File: config.mk
export PLATFORM = sky130hd
export DESIGN_NAME = fruo_unit
export DESIGN_NICKNAME = d
export VERILOG_FILES = /design/src/design/fruo_pkg.sv /design/src/design/fruo_unit.sv
export VERILOG_INCLUDE_DIRS = /design/src /design/src/design
export SDC_FILE = /design/constraint.sdc
export NUM_CORES = 1
export LEC_CHECK = 0
export ABC_AREA = 1
export BUFFER_PORTS_ARGS = -buffer_cell sky130_fd_sc_hd__buf_2
export CORE_MARGIN = 2
export CORE_UTILIZATION = 45
export DETAILED_ROUTE_END_ITERATION = 8
export PLACE_DENSITY_LB_ADDON = 0.2
export SETUP_SLACK_MARGIN = 0.15
export SLEW_MARGIN = 20
export SYNTH_ARGS = -nofsm -noshare
export SYNTH_HDL_FRONTEND = slang
export SYNTH_SLANG_ARGS = --single-unit
File: constraint.sdc
create_clock -name core_clk_i -period 2 [get_ports core_clk_i]
set_input_delay 0.1 -clock core_clk_i [delete_from_list [all_inputs] [get_ports core_clk_i]]
set_output_delay 0.1 -clock core_clk_i [all_outputs]
set_load 0.005 [all_outputs]
File: src/design/fruo_cfg.svh
// Purpose: constants for the file register unary operation unit
// Assumes: 8-bit data, 7-bit register address
// Notes:   included by the package and the unit
`ifndef FRUO_CFG_SVH
`define FRUO_CFG_SVH
`define FRUO_DATA_W      8
`define FRUO_ADDR_W      7
`define FRUO_ZERO        8'h00
`define FRUO_ONE         8'h01
`define FRUO_ALL_ONES    8'hFF
`define FRUO_ZFLAG_RST   1'b0
`define FRUO_DEST_ACC    1'b0
`define FRUO_DEST_REG    1'b1
`define FRUO_OP_W        3
`endif

File: src/design/fruo_pkg.sv
// Purpose: types for the file register unary operation unit
// Assumes: fruo_cfg.svh holds the numeric constants
// Notes:   operation codes are listed here
`include "fruo_cfg.svh"
package fruo_pkg;
    typedef enum logic [`FRUO_OP_W-1:0] {
        FRUO_NONE                = 3'b000,
        FRUO_COMPLEMENT_REG      = 3'b001,
        FRUO_CLEAR_REG           = 3'b010,
        FRUO_DECREMENT_REG       = 3'b011,
        FRUO_CLEAR_ACCUMULATOR   = 3'b100,
        FRUO_DECREMENT_SKIP_ZERO = 3'b101,
        FRUO_INCREMENT_SKIP_ZERO = 3'b110
    } fruo_op_t;
endpackage

File: src/design/fruo_unit.sv
// Purpose: executes the single-operand file register operations
// Assumes: file register value arrives with the request in the same cycle
// Notes:   results are registered, visible one cycle after the request
`timescale 1ns/10ps
`include "fruo_cfg.svh"
module fruo_unit
    import fruo_pkg::*;
#(
    parameter int DATA_W = `FRUO_DATA_W,
    parameter int ADDR_W = `FRUO_ADDR_W
) (
    input  wire logic              core_clk_i,
    input  wire logic              rst_n_i,
    input  wire logic              clk_en_i,
    input  wire logic              op_valid_i,
    input  wire fruo_op_t          op_i,
    input  wire logic [ADDR_W-1:0] reg_addr_i,
    input  wire logic              dest_i,
    input  wire logic [DATA_W-1:0] reg_data_i,
    output logic      [DATA_W-1:0] acc_o,
    output logic                   zero_o,
    output logic                   reg_we_o,
    output logic      [ADDR_W-1:0] reg_waddr_o,
    output logic      [DATA_W-1:0] reg_wdata_o,
    output logic                   skip_next_o
);
    // ------------------------------------------------------------
    // elaboration checks
    // ------------------------------------------------------------
    // refuse widths the datapath and flag logic cannot serve
    if (DATA_W != `FRUO_DATA_W || ADDR_W != `FRUO_ADDR_W) begin
        $error("fruo_unit: only 8-bit data, 7-bit address supported");
    end

    logic [DATA_W-1:0] acc_ff;
    logic              zero_ff;
    logic              reg_we_ff;
    logic [ADDR_W-1:0] reg_waddr_ff;
    logic [DATA_W-1:0] reg_wdata_ff;
    logic              skip_ff;
    logic [DATA_W-1:0] nxt_result;
    logic              nxt_dest;
    logic              nxt_write;
    logic              fire;

    // ------------------------------------------------------------
    // result computation
    // ------------------------------------------------------------
    function automatic logic [DATA_W-1:0] add_one(
        input logic [DATA_W-1:0] v,
        input logic              down
    );
        logic [DATA_W-1:0] r;
        r = down ? DATA_W'(v - `FRUO_ONE) : DATA_W'(v + `FRUO_ONE);
        return r;
    endfunction

    assign fire = clk_en_i & op_valid_i;

    // operation result and its destination
    always_comb begin
        nxt_result = `FRUO_ZERO;
        nxt_dest   = dest_i;
        nxt_write  = 1'b1;
        unique case (op_i)
            FRUO_NONE: begin
                nxt_result = `FRUO_ZERO;
                nxt_write  = 1'b0;
            end
            FRUO_COMPLEMENT_REG: nxt_result = ~reg_data_i;
            FRUO_CLEAR_REG: begin
                nxt_result = `FRUO_ZERO;
                nxt_dest   = `FRUO_DEST_REG;
            end
            FRUO_DECREMENT_REG: nxt_result = add_one(reg_data_i, 1'b1);
            FRUO_CLEAR_ACCUMULATOR: begin
                nxt_result = `FRUO_ZERO;
                nxt_dest   = `FRUO_DEST_ACC;
            end
            FRUO_DECREMENT_SKIP_ZERO:
                nxt_result = add_one(reg_data_i, 1'b1);
            FRUO_INCREMENT_SKIP_ZERO:
                nxt_result = add_one(reg_data_i, 1'b0);
            default: begin
                nxt_result = `FRUO_ZERO;
                nxt_write  = 1'b0; // unused code writes nothing
            end
        endcase
    end

    // ------------------------------------------------------------
    // state updates
    // ------------------------------------------------------------
    // accumulator write
    always_ff @(posedge core_clk_i or negedge rst_n_i) begin
        if (!rst_n_i) begin
            acc_ff <= `FRUO_ZERO;
        end else if (fire && nxt_write &&
                     nxt_dest == `FRUO_DEST_ACC) begin
            acc_ff <= nxt_result;
        end
    end

    // zero flag: skip forms leave it alone
    always_ff @(posedge core_clk_i or negedge rst_n_i) begin
        if (!rst_n_i) begin
            zero_ff <= `FRUO_ZFLAG_RST;
        end else if (fire) begin
            unique case (op_i)
                FRUO_CLEAR_REG, FRUO_CLEAR_ACCUMULATOR:
                    zero_ff <= 1'b1;
                FRUO_COMPLEMENT_REG, FRUO_DECREMENT_REG:
                    zero_ff <= (nxt_result == `FRUO_ZERO);
                default: zero_ff <= zero_ff;
            endcase
        end
    end

    // register write-back port, strobe updated only on enabled cycles
    always_ff @(posedge core_clk_i or negedge rst_n_i) begin
        if (!rst_n_i) begin
            reg_we_ff    <= 1'b0;
            reg_waddr_ff <= '0;
            reg_wdata_ff <= `FRUO_ZERO;
        end else if (clk_en_i) begin
            reg_we_ff <= op_valid_i && nxt_write &&
                         nxt_dest == `FRUO_DEST_REG;
            if (op_valid_i) begin
                reg_waddr_ff <= reg_addr_i;
                reg_wdata_ff <= nxt_result;
            end
        end
    end

    // skip request for the following instruction
    always_ff @(posedge core_clk_i or negedge rst_n_i) begin
        if (!rst_n_i) begin
            skip_ff <= 1'b0;
        end else if (clk_en_i) begin
            skip_ff <= op_valid_i && nxt_result == `FRUO_ZERO &&
                       (op_i == FRUO_DECREMENT_SKIP_ZERO ||
                        op_i == FRUO_INCREMENT_SKIP_ZERO);
        end
    end

    assign acc_o       = acc_ff;
    assign zero_o      = zero_ff;
    assign reg_we_o    = reg_we_ff;
    assign reg_waddr_o = reg_waddr_ff;
    assign reg_wdata_o = reg_wdata_ff;
    assign skip_next_o = skip_ff;

    // ------------------------------------------------------------
    // assertions
    // ------------------------------------------------------------
    complement_result_a: assert property (
        @(posedge core_clk_i) disable iff (!rst_n_i)
        fire && op_i == FRUO_COMPLEMENT_REG && dest_i
        |=> reg_we_o && reg_wdata_o == ~$past(reg_data_i))
        else $error("complement result wrong");

    dest_acc_a: assert property (
        @(posedge core_clk_i) disable iff (!rst_n_i)
        fire && op_i == FRUO_DECREMENT_REG && !dest_i
        |=> !reg_we_o && acc_o == $past(reg_data_i) - `FRUO_ONE)
        else $error("accumulator destination wrong");

    waddr_follow_a: assert property (
        @(posedge core_clk_i) disable iff (!rst_n_i)
        fire |=> reg_waddr_o == $past(reg_addr_i))
        else $error("write address wrong");

    clear_reg_a: assert property (
        @(posedge core_clk_i) disable iff (!rst_n_i)
        fire && op_i == FRUO_CLEAR_REG
        |=> reg_we_o && reg_wdata_o == `FRUO_ZERO && zero_o)
        else $error("clear register wrong");

    clear_acc_a: assert property (
        @(posedge core_clk_i) disable iff (!rst_n_i)
        fire && op_i == FRUO_CLEAR_ACCUMULATOR
        |=> acc_o == `FRUO_ZERO && zero_o && !reg_we_o)
        else $error("clear accumulator wrong");

    decrement_zero_a: assert property (
        @(posedge core_clk_i) disable iff (!rst_n_i)
        fire && op_i == FRUO_DECREMENT_REG
        |=> zero_o == ($past(reg_data_i) == `FRUO_ONE))
        else $error("decrement zero flag wrong");

    dec_skip_a: assert property (
        @(posedge core_clk_i) disable iff (!rst_n_i)
        fire && op_i == FRUO_DECREMENT_SKIP_ZERO
        |=> skip_next_o == ($past(reg_data_i) == `FRUO_ONE))
        else $error("decrement skip wrong");

    inc_skip_a: assert property (
        @(posedge core_clk_i) disable iff (!rst_n_i)
        fire && op_i == FRUO_INCREMENT_SKIP_ZERO
        |=> skip_next_o == ($past(reg_data_i) == `FRUO_ALL_ONES))
        else $error("increment skip wrong");

    complement_zero_a: assert property (
        @(posedge core_clk_i) disable iff (!rst_n_i)
        fire && op_i == FRUO_COMPLEMENT_REG
        |=> zero_o == ($past(reg_data_i) == `FRUO_ALL_ONES))
        else $error("complement zero flag wrong");

    skip_keeps_zero_a: assert property (
        @(posedge core_clk_i) disable iff (!rst_n_i)
        fire && (op_i == FRUO_DECREMENT_SKIP_ZERO ||
                 op_i == FRUO_INCREMENT_SKIP_ZERO)
        |=> $stable(zero_o))
        else $error("skip form changed zero flag");

    // no-op and unused codes must touch neither destination
    idle_op_quiet_a: assert property (
        @(posedge core_clk_i) disable iff (!rst_n_i)
        fire && (op_i == FRUO_NONE || op_i > FRUO_INCREMENT_SKIP_ZERO)
        |=> !reg_we_o && $stable(acc_o))
        else $error("no-op changed a destination");
endmodule

==> impl_results.md, run 1 <==
* Tmin final at 1.62 ns
* Via density per instance at 4.74
* HP Start: clk_en_i
* P per Cell Area at 651 nW/um^2
* I/O Pins at 49
* Vias at 1518
* DR WL/cell at 11.6 um
* Number of flops mapped to enable cells by yosys at 0
* Die Ht at 63.6 um
* Starting Density at 0.475
* # port buffers at 48
* Number of global-route vias before repair at 1469
* Final GP Congestion at 0.929
* Status: complete, no violations
* Crit end category: flip-flop
* Area post-placement at 1910 um^2
* GR Util met1 at 0.269
* Post-synth ARST share at 1.00
* Final instance area at 2020 um^2
* Crit path max fanout at 7
* Yosys Warn Count at 0
* Primary FF master, synth: dfrtp_1
* Hpwl dp at 2.82 mm
* Most frequent cell after synthesis: nand2_1
* CTS tree: done
* Worst path cell trace: buf_2, inv_2, nand3_2, buf_4, ha_1, nand2_1, nand2_1, a21oi_1, nand3_1, nand3_2, nand2_2, nor2_2, nand2_2, a21oi_2
* Grt met3 use at 0.0411
* Final Util at 0.602
* Worst Path Arrival at 1.88 ns
* Max rail drop VDD at 0.461 mV
* CTS max path bufs at 2
* Synth area leader: dfrtp_1
* Distinct cells, synth at 29
* Final setup vio count at 0
* Critical path startpoint: op_i[0]
* Critical path launch point type: input pin
* Antenna diode count at 0
* Seq/Total Area, Yosys at 0.408
* Clk Latency, worst-skew pair at 0.32 ns
* Slew @ Worst Pin at 0.576 ns
* Total CTS buffers at 3
* Root buf cell: clkbuf_4
* Leakage at 0.00116 uW
* Total Die Area at 4040 um^2
* Worst r2r src: zero_o
* Worst EP required at 2.26 ns
* Clock skew at 0 ns
* Largest net degree at the start of global routing at 27
* Sink Count at 26
* Worst rel slew slack at 0.616
* H-tree depth at 1
* Worst-path clk slew at 0.14 ns
* Worst path slowest cell: ha_1
* Post-Synthesis Cells at 214
* Fmax at 618 MHz
* Setup tns final at 0 ns
* RSZ-0062 raised after global routing: no
* Antenna violations before repair at 0
* Worst Hold Class: in2reg
* Max Cap Viol at 0
* Ratio of cells with drive above 1 in the final layout at 0.285
* CP peak stage delay at 0.32 ns
* GRT overflow at 0
* Synth top area share at 0.408
* Initial DRC Count at 80
* Top post-synthesis cells by area: dfrtp_1, nand2_1, inv_1
* Die Width at 63.6 um
* Area grow syn2layout at 26.8%
* Most used routing layer: met2
* Total wire length at 3.71 mm
* CP Class: in2reg
* Syn avg cell area at 7.46 um^2
* Total track usage at 0.204
* DRC viols at 0
* Fin. max-slew vios at 0
* PnR Total Power at 1320 uW
* First drt pass iteration count at 4
* Core area at 3360 um^2
* FP Rows at 21
* Synth Register Bits at 26
* Number of nets in the layout at 306
* Grt met2 use at 0.353
* Period utilization at 0.809
* Antenna Nets Post-Route at 0
* Post-synth top cells: nand2_1, inv_1, dfrtp_1
* Synthesized area at 1600 um^2
* Syn nets at 245
* PostCTS Resize Cnt at 0
* Worst R2R Path Depth at 4
* Count of final hold-check violations at 0
* Global-route wire length before repair at 6.64 mm
* Worst hold path depth at 4
## per-stage QoR
step / hold slack, ns / std cells / worst slack [ns]
floorplan: -0.196 / 214 / 0.257
global placement: 0.128 / 308 / 0.107
detailed placement: 0.129 / 308 / 0.0525
CTS: 0.0365 / 320 / 0.397
global route: 0.0320 / 320 / 0.211
finish: 0.0414 / 320 / 0.382
## path summary, 6_finish.rpt
| path | to | slack (ns) |
|---|---|---|
| setup / recovery | zero_o | 0.38 |
| max in group asynchronous | reg_waddr_o[0] | 1.32 |
| setup reg to reg | zero_o | 1.23 |
| hold reg to reg | acc_o[6] | 0.49 |
| min in group asynchronous | acc_o[4] | 0.30 |
| hold / removal | skip_next_o | 0.04 |
## cell type report
class                      instances  area [um^2]
clock buffer                       4         36.3
fill                             333         1340
inverter                          30          113
multi-input combinational        154          817
sequential                        26          651
tap                               46         57.6
timing repair buffer              60          350
## report_power, final
group          leakage (uW)  internal, uW  switching [uW]
Combinational      0.000810           182             227
Sequential         0.000329           606            40.4
Clock             0.0000210           111             150
Total               0.00116           899             418
## sequential cells by signal, summed over array words and instances (netlist names)
signal       count
skip_next_o      1
acc_o            8
reg_we_o         1
reg_waddr_o      7
reg_wdata_o      8
zero_o           1
## layer usage
metal / vias up / wire, um
li1: 801 / -
met1: 669 / 1640
met2: 48 / 1900
met3: 0 / 160
met4: 0 / 0
met5: - / 0
## layout by cell type, fill, tap and decap left out
master         instances
nand2_1               76
o21ai_0                9
inv_2                  3
a21oi_1                3
or2_2                  3
nand4_1                2
nand3b_1               1
nand3_1               14
nor2_2                 4
dlygate4sd3_1          8
buf_2                 48
dfrtp_1               26
clkbuf_4               3
inv_1                 27
ha_1                   7
fa_1                   1
a31oi_1                3
or2_0                  2
buf_4                  4
a21oi_2                1
o31ai_1                1
o21ai_1                4
a21boi_1               1
nand2_2                4
o21ai_2                1
a22oi_1                1
o21a_1                 1
nand3_2                5
nor2_1                 8
xor2_1                 1
nand3_4                1
clkbuf_8               1
## kinds of logic (layout without fill, tap and decap cells)
| logic type | Yosys count | count (layout) | synth area share |
|---|---|---|---|
| AO/OA/AOI/OAI | 25 | 25 | 0.0917 |
| XOR/XNOR | 1 | 1 | 0.00549 |
| adder cells (fa/ha/maj) | 8 | 8 | 0.0674 |
| buffers and inverters | 34 | 94 | 0.0807 |
| flip-flops | 26 | 26 | 0.408 |
| AND/OR/NAND/NOR | 120 | 120 | 0.347 |
## critical path, delay by kind of cell
family | cells | cell delay (ns)
compound gates | 2 | 0.29
buf+inv | 3 | 0.43
fa+ha+maj | 1 | 0.32
simple gates | 8 | 0.73
## repair_timing
| action | CTS | global route |
|---|---|---|
| endpoints found under the hold margin | 33 | 0 |
| setup endpoints to repair | 0 | 0 |
| buffers inserted | 0 | 0 |
| hold buffers | 8 | 0 |
No activity file was read; power rests on OpenSTA's default activity.
==> inputs of run 2 (changes only) <==
Clock period 2 ns to 1.4 ns, I/O delays scaled along.
==> run 2 against run 1 <==
The flow now finishes with violations (setup timing). Final cell count increased by 9.4%. Sequential share of layout area decreased by 5.2 points. Non-clock buffer count increased by 31. Core utilization increased by 12 points. Critical path depth increased by 1. Via count increased by 11%. Total power increased by 51%. Die area unchanged. Clock-buffer cell count decreased by 1. Largest power group unchanged.
==> impl_results.md, run 2 (synthesis gave the netlist of run 1 again) <==
* Status: complete, but fails checks
* Violated checks: setup timing
* Hold Slack at 0.0228 ns (-0.0186 ns)
* Worst R2R Path Depth at 4 (unchanged)
* Count of final hold-check violations at 0 (unchanged)
* Worst Path Arrival at 1.68 ns (-0.20 ns)
* Crit end category: flip-flop
* Largest net degree at the start of global routing at 27 (unchanged)
* Total CTS buffers at 3 (unchanged)
* Worst Hold Class: in2reg
* Area grow syn2layout at 51.4%
* Worst-path clk slew at 0.12 ns (-0.02 ns)
* Sink Count at 26 (unchanged)
* Clk Latency, worst-skew pair at 0.31 ns (about the same)
* Tmin final at 1.42 ns
* Total track usage at 0.214 (+0.00940)
* Ratio of cells with drive above 1 in the final layout at 0.438 (+0.153)
* FP Rows at 21 (unchanged)
* Antenna Nets Post-Route at 0 (unchanged)
* DR WL/cell at 11.6 um (-0.23%)
* HP Start: clk_en_i
* Die Width at 63.6 um (unchanged)
* CP peak stage delay at 0.28 ns (-0.04 ns)
* Worst path cell trace: buf_12, inv_16, nand3_4, buf_6, ha_4, nand2_2, inv_2, nand4_1, nand3_1, nand2_1, nand3_2, nand2_2, nor2_2, nand2_2, a21oi_2
* Root buf cell: clkbuf_4
* WHS Endpoint: reg_we_o
* I/O Pins at 49 (unchanged)
* Total Die Area at 4040 um^2 (unchanged)
* Worst r2r src: zero_o
* DRC viols at 0 (unchanged)
* GRT overflow at 0 (unchanged)
* Worst EP required at 1.65 ns (-0.61 ns)
* Vias at 1681 (+11%)
* Number of global-route vias before repair at 1627 (+11%)
* Die Ht at 63.6 um (unchanged)
* Placed insts at 333 (+8.1%)
* PnR Total Power at 1990 uW (+51%)
* Non-Filler Instances at 350 (+9.4%)
* Slew @ Worst Pin at 0.572 ns (-0.00398 ns)
* Hpwl dp at 2.94 mm (+4.2%)
* Cell mode on critical path: nand2_2
* H-tree depth at 1 (unchanged)
* Final worst slack at -0.0222 ns (-0.404 ns)
* Period utilization at 1.02
* Number of nets in the layout at 337 (+10%)
* Core area at 3360 um^2 (unchanged)
* Starting Density at 0.475 (unchanged)
* Worst hold path depth at 4 (unchanged)
* P per Cell Area at 822 nW/um^2 (+26%)
* Most common cell after layout, fill and taps aside: nand2_1
* Global-route wire length before repair at 6.86 mm (+3.3%)
* Worst path slowest cell: ha_4
* Final Util at 0.719 (+0.117)
* Pre-CTS setup slack at -0.508 ns (-0.561 ns)
* Fin. max-slew vios at 0 (unchanged)
* Most frequent cells in the layout: nand2_1, buf_2, buf_4, dfrtp_1, inv_1
* Antenna violations before repair at 0 (unchanged)
* Antenna diode count at 0 (unchanged)
* Final setup vio count at 2 (+2)
* Max Cap Viol at 0 (unchanged)
* Reg2reg end: zero_o
* Reg2reg setup slack at 0.64 ns (-0.59 ns)
* Max rail drop VDD at 0.748 mV (+62%)
* RSZ-0062 raised after global routing: yes
* Leakage at 0.00132 uW (+14%)
* Final GP Congestion at 0.856 (-7.8%)
* First drt pass iteration count at 4 (unchanged)
* Via density per instance at 4.80 (+1.2%)
* # port buffers at 48 (unchanged)
* CTS tree: done
* CTS max path bufs at 2 (unchanged)
* Critical path launch point type: input pin
* Fmax at 703 MHz
* CP Class: in2reg
* Worst rel slew slack at 0.619 (+0.00266)
* Clock skew at 0 ns (unchanged)
* Initial DRC Count at 61 (-24%)
* Total wire length at 4.04 mm (+9.1%)
* Crit path max fanout at 6 (-1)
[run 2: timing repair]
action	in CTS	in global routing
setup buffers	5	1
hold endpoints to repair	33	0
endpoints found under the setup margin	13	12
cloned	0	0
resized for setup	22	11
pin swaps	10	14
hold buffers	8	0
[run 2: final cells by class]
class / instances / area [um^2]
inverter: 30 / 129
clock buffer: 3 / 22.5
timing repair buffer: 91 / 606
tap: 46 / 57.6
sequential: 26 / 651
fill: 286 / 946
multi-input combinational: 154 / 952
[run 2: metrics by stage]
stage / TNS, ns / instance area (um^2)
2_1_floorplan: -0.275 / 1640
4_1_cts: 0 / 2380
5_1_grt: -0.238 / 2420
6_report: -0.0388 / 2420
3_5_place_dp: -4.72 / 2140
3_3_place_gp: -4.03 / 2140
[run 2: where the power goes]
| group | switching (uW) | internal (uW) |
|---|---|---|
| clock | 202 | 101 |
| combinational | 383 | 381 |
| sequential | 56.3 | 865 |
[run 2: how the worst max path moves through the flow]
| stage | slack (ns) | end | depth (start not counted) | startpoint |
|---|---|---|---|---|
| after global placement | -0.42 | zero_o | 16 | op_i[0] |
| after detailed placement | -0.51 | zero_o | 16 | op_i[0] |
| after CTS | 0.03 | zero_o | 15 | op_i[0] |
| after global routing | -0.1 | zero_o | 16 | op_i[0] |
| final | -0.02 | zero_o | 15 | op_i[0] |
| after floorplan | -0.14 | zero_o | 11 | op_i[0] |
[run 2: routing by layer]
layer	track usage	up-vias	part of all wire
met5	0	-	0
met4	0.0598	0	0.014
met3	0.0411	10	0.056
met2	0.364	52	0.49
met1	0.276	760	0.44
li1	-	859	-
[run 2: critical path, delay by kind of cell]
family	cells	cell delay, ns
buffers and inverters	4	0.39
AOI/OAI and AO/OA	1	0.11
and+or+nand+nor	9	0.82
adders and majority gates	1	0.28
==> inputs of run 3 (changes only) <==
Settings changed: PLACE_DENSITY from default to 0.7, PLACE_DENSITY_LB_ADDON 0.2 to default, RECOVER_POWER from default to 25.
==> run 3 against run 2 <==
Critical endpoint unchanged. Final area down 2.3%. Worst hold slack worse by 0.0050 ns. Core utilization down 1.7 points. Flip-flop and latch count stayed put. Worst setup slack improved by 0.071 ns. Die area unchanged. Global-route usage down 1.3 points. Non-clock buffer count fell by 1. First-iteration DRC count is 64% higher. Fmax grew 5.3%. Clock skew did not move. Critical path depth fell by 3. The run now ends clean.
==> impl_results.md, run 3 (synthesis gave the netlist of run 1 again) <==
* Antenna Nets Post-Route at 0 (unchanged)
* Worst Path Arrival at 1.60 ns (-0.08 ns)
* Count of final hold-check violations at 0 (unchanged)
* Number of nets in the layout at 337 (unchanged)
* GRT overflow at 0 (unchanged)
* H-tree depth at 1 (unchanged)
* CTS tree: done
* Clock skew at 0 ns (unchanged)
* CTS max path bufs at 2 (unchanged)
* Worst EP required at 1.65 ns (about the same)
* Period utilization at 0.965 (-0.0508)
* Status: complete, no violations
* Grt met3 use at 0.0161 (-0.0250)
* Total wire length at 3.77 mm (-6.7%)
* Total track usage at 0.201 (-0.0127)
* Non-Filler Instances at 351 (+0.29%)
* Antenna diode count at 0 (unchanged)
* I/O Pins at 49 (unchanged)
* Number of global-route vias before repair at 1502 (-7.7%)
* Initial DRC Count at 100 (+64%)
* Worst hold path depth at 4 (unchanged)
* # port buffers at 48 (unchanged)
* Critical path launch point type: input pin
* Ratio of cells with drive above 1 in the final layout at 0.400 (-0.0375)
* Max rail drop VDD at 0.394 mV (-47%)
* DRC viols at 0 (unchanged)
* Worst R2R Path Depth at 4 (unchanged)
* Critical path depth at 12 (-3)
* Worst r2r src: zero_o
* Total CTS buffers at 3 (unchanged)
* Most used routing layer: met2
* Leakage at 0.00132 uW (+0.11%)
* Worst path slowest cell: fa_2
* Most frequent cells in the layout: nand2_1, buf_2, buf_4, inv_1, dfrtp_1
* Sink Count at 26 (unchanged)
* PnR Total Power at 2010 uW (+0.94%)
* Hpwl dp at 2.89 mm (-1.8%)
* Die Ht at 63.6 um (unchanged)
* Starting Density at 0.475 (unchanged)
* Largest delay share family, worst path: simple AND/OR/NAND/NOR gates
* Clk Latency, worst-skew pair at 0.31 ns (about the same)
* Worst Hold Class: in2reg
* Reg2reg setup slack at 0.59 ns (-0.05 ns)
* Worst path cell trace: buf_6, inv_16, nand3_4, fa_2, or2_4, nand3_2, nand2_2, nor2_2, nand3_2, nor2_2, nand2_2, a21oi_2
* Most common cell after layout, fill and taps aside: nand2_1
* Vias at 1646 (-2.1%)
* Fmax at 740 MHz (+5.3%)
* Area grow syn2layout at 47.9%
* Root buf cell: clkbuf_4
* Antenna violations before repair at 0 (unchanged)
* CP Buf/Inv Count at 2 (-2)
* Worst rel slew slack at 0.595 (-0.0234)
* Core area at 3360 um^2 (unchanged)
* Total Die Area at 4040 um^2 (unchanged)
* FP Rows at 21 (unchanged)
* Via density per instance at 4.69 (-2.4%)
* Crit path max fanout at 5 (-1)
* CP Class: in2reg
* Largest net degree at the start of global routing at 27 (unchanged)
* Critical path startpoint: op_i[0]
* HP Start: clk_en_i
* Placed insts at 336 (+0.90%)
* Final GP Congestion at 0.802 (-6.4%)
* Global-route wire length before repair at 6.57 mm (-4.2%)
* Slew @ Worst Pin at 0.607 ns (+0.0351 ns)
* DR WL/cell at 10.8 um (-6.9%)
* CP peak stage delay at 0.41 ns (+0.13 ns)
* Fin. max-slew vios at 0 (unchanged)
* RSZ-0062 raised after global routing: yes
* Tmin final at 1.35 ns (-0.0711 ns)
* Final setup vio count at 0 (-2)
* Max Cap Viol at 0 (unchanged)
* GR Util met1 at 0.266 (-0.00965)
* P per Cell Area at 850 nW/um^2 (+3.4%)
* Worst-path clk slew at 0.13 ns (about the same)
* First drt pass iteration count at 6 (+2)
* Die Width at 63.6 um (unchanged)
* Grt met2 use at 0.343 (-0.0211)
* Crit end category: flip-flop
run 3: worst paths after layout:
path | end
setup reg to reg | zero_o
hold / removal | skip_next_o
max in group asynchronous | reg_wdata_o[6]
min in group asynchronous | reg_wdata_o[4]
hold reg to reg | reg_waddr_o[2]
setup / recovery | zero_o
run 3: timing repair:
| action | 4_1_cts | 5_1_grt |
|---|---|---|
| hold endpoints to repair | 33 | 0 |
| setup buffers | 2 | 0 |
| resized for setup | 5 | 10 |
| hold buffers | 8 | 0 |
| setup endpoints to repair | 14 | 9 |
| pin swaps | 3 | 5 |
| gates cloned | 1 | 0 |
run 3: area by class of cell:
class	instances	area, um^2
Fill cell	318	1000
Multi-Input combinational cell	155	906
Sequential cell	26	651
Timing Repair Buffer	90	582
Inverter	30	129
Tap cell	46	57.6
Clock buffer	4	36.3
run 3: metrics by stage:
| stage | hold WS, ns | worst slack (ns) | utilization | instance area (um^2) | TNS (ns) |
|---|---|---|---|---|---|
| 4_1_cts | 0.00930 | 0.0398 | 0.692 | 2330 | 0 |
| 3_5_place_dp | 0.0881 | -0.527 | 0.643 | 2160 | -4.93 |
| 3_3_place_gp | 0.0934 | -0.432 | 0.643 | 2160 | -4.13 |
| 6_report | 0.0178 | 0.0488 | 0.702 | 2360 | 0 |
| 5_1_grt | 0.0227 | -0.0454 | 0.702 | 2360 | -0.0988 |
| 2_1_floorplan | -0.226 | -0.140 | - | 1640 | -0.275 |
run 3: power by group:
part / total [uW] / switching, uW / internal [uW] / leakage [uW]
combinational: 719 / 363 / 357 / 0.000974
sequential: 924 / 58.8 / 865 / 0.000329
clock: 363 / 204 / 159 / 0.0000210
total: 2010 / 626 / 1380 / 0.00132
run 3: worst register-to-register path: stages (launching register included):
cell and delay (ns):
dfrtp_1 0.42, nor2_1 0.11, o21ai_0 0.09, inv_1 0.07, a21oi_2 0.03
run 3: metal layers:
layer	wire, um	up-vias	part of all wire
met3	133	2	0.035
met4	29	0	0.0077
li1	-	860	-
met2	1890	37	0.50
met1	1730	747	0.46
met5	0	-	0
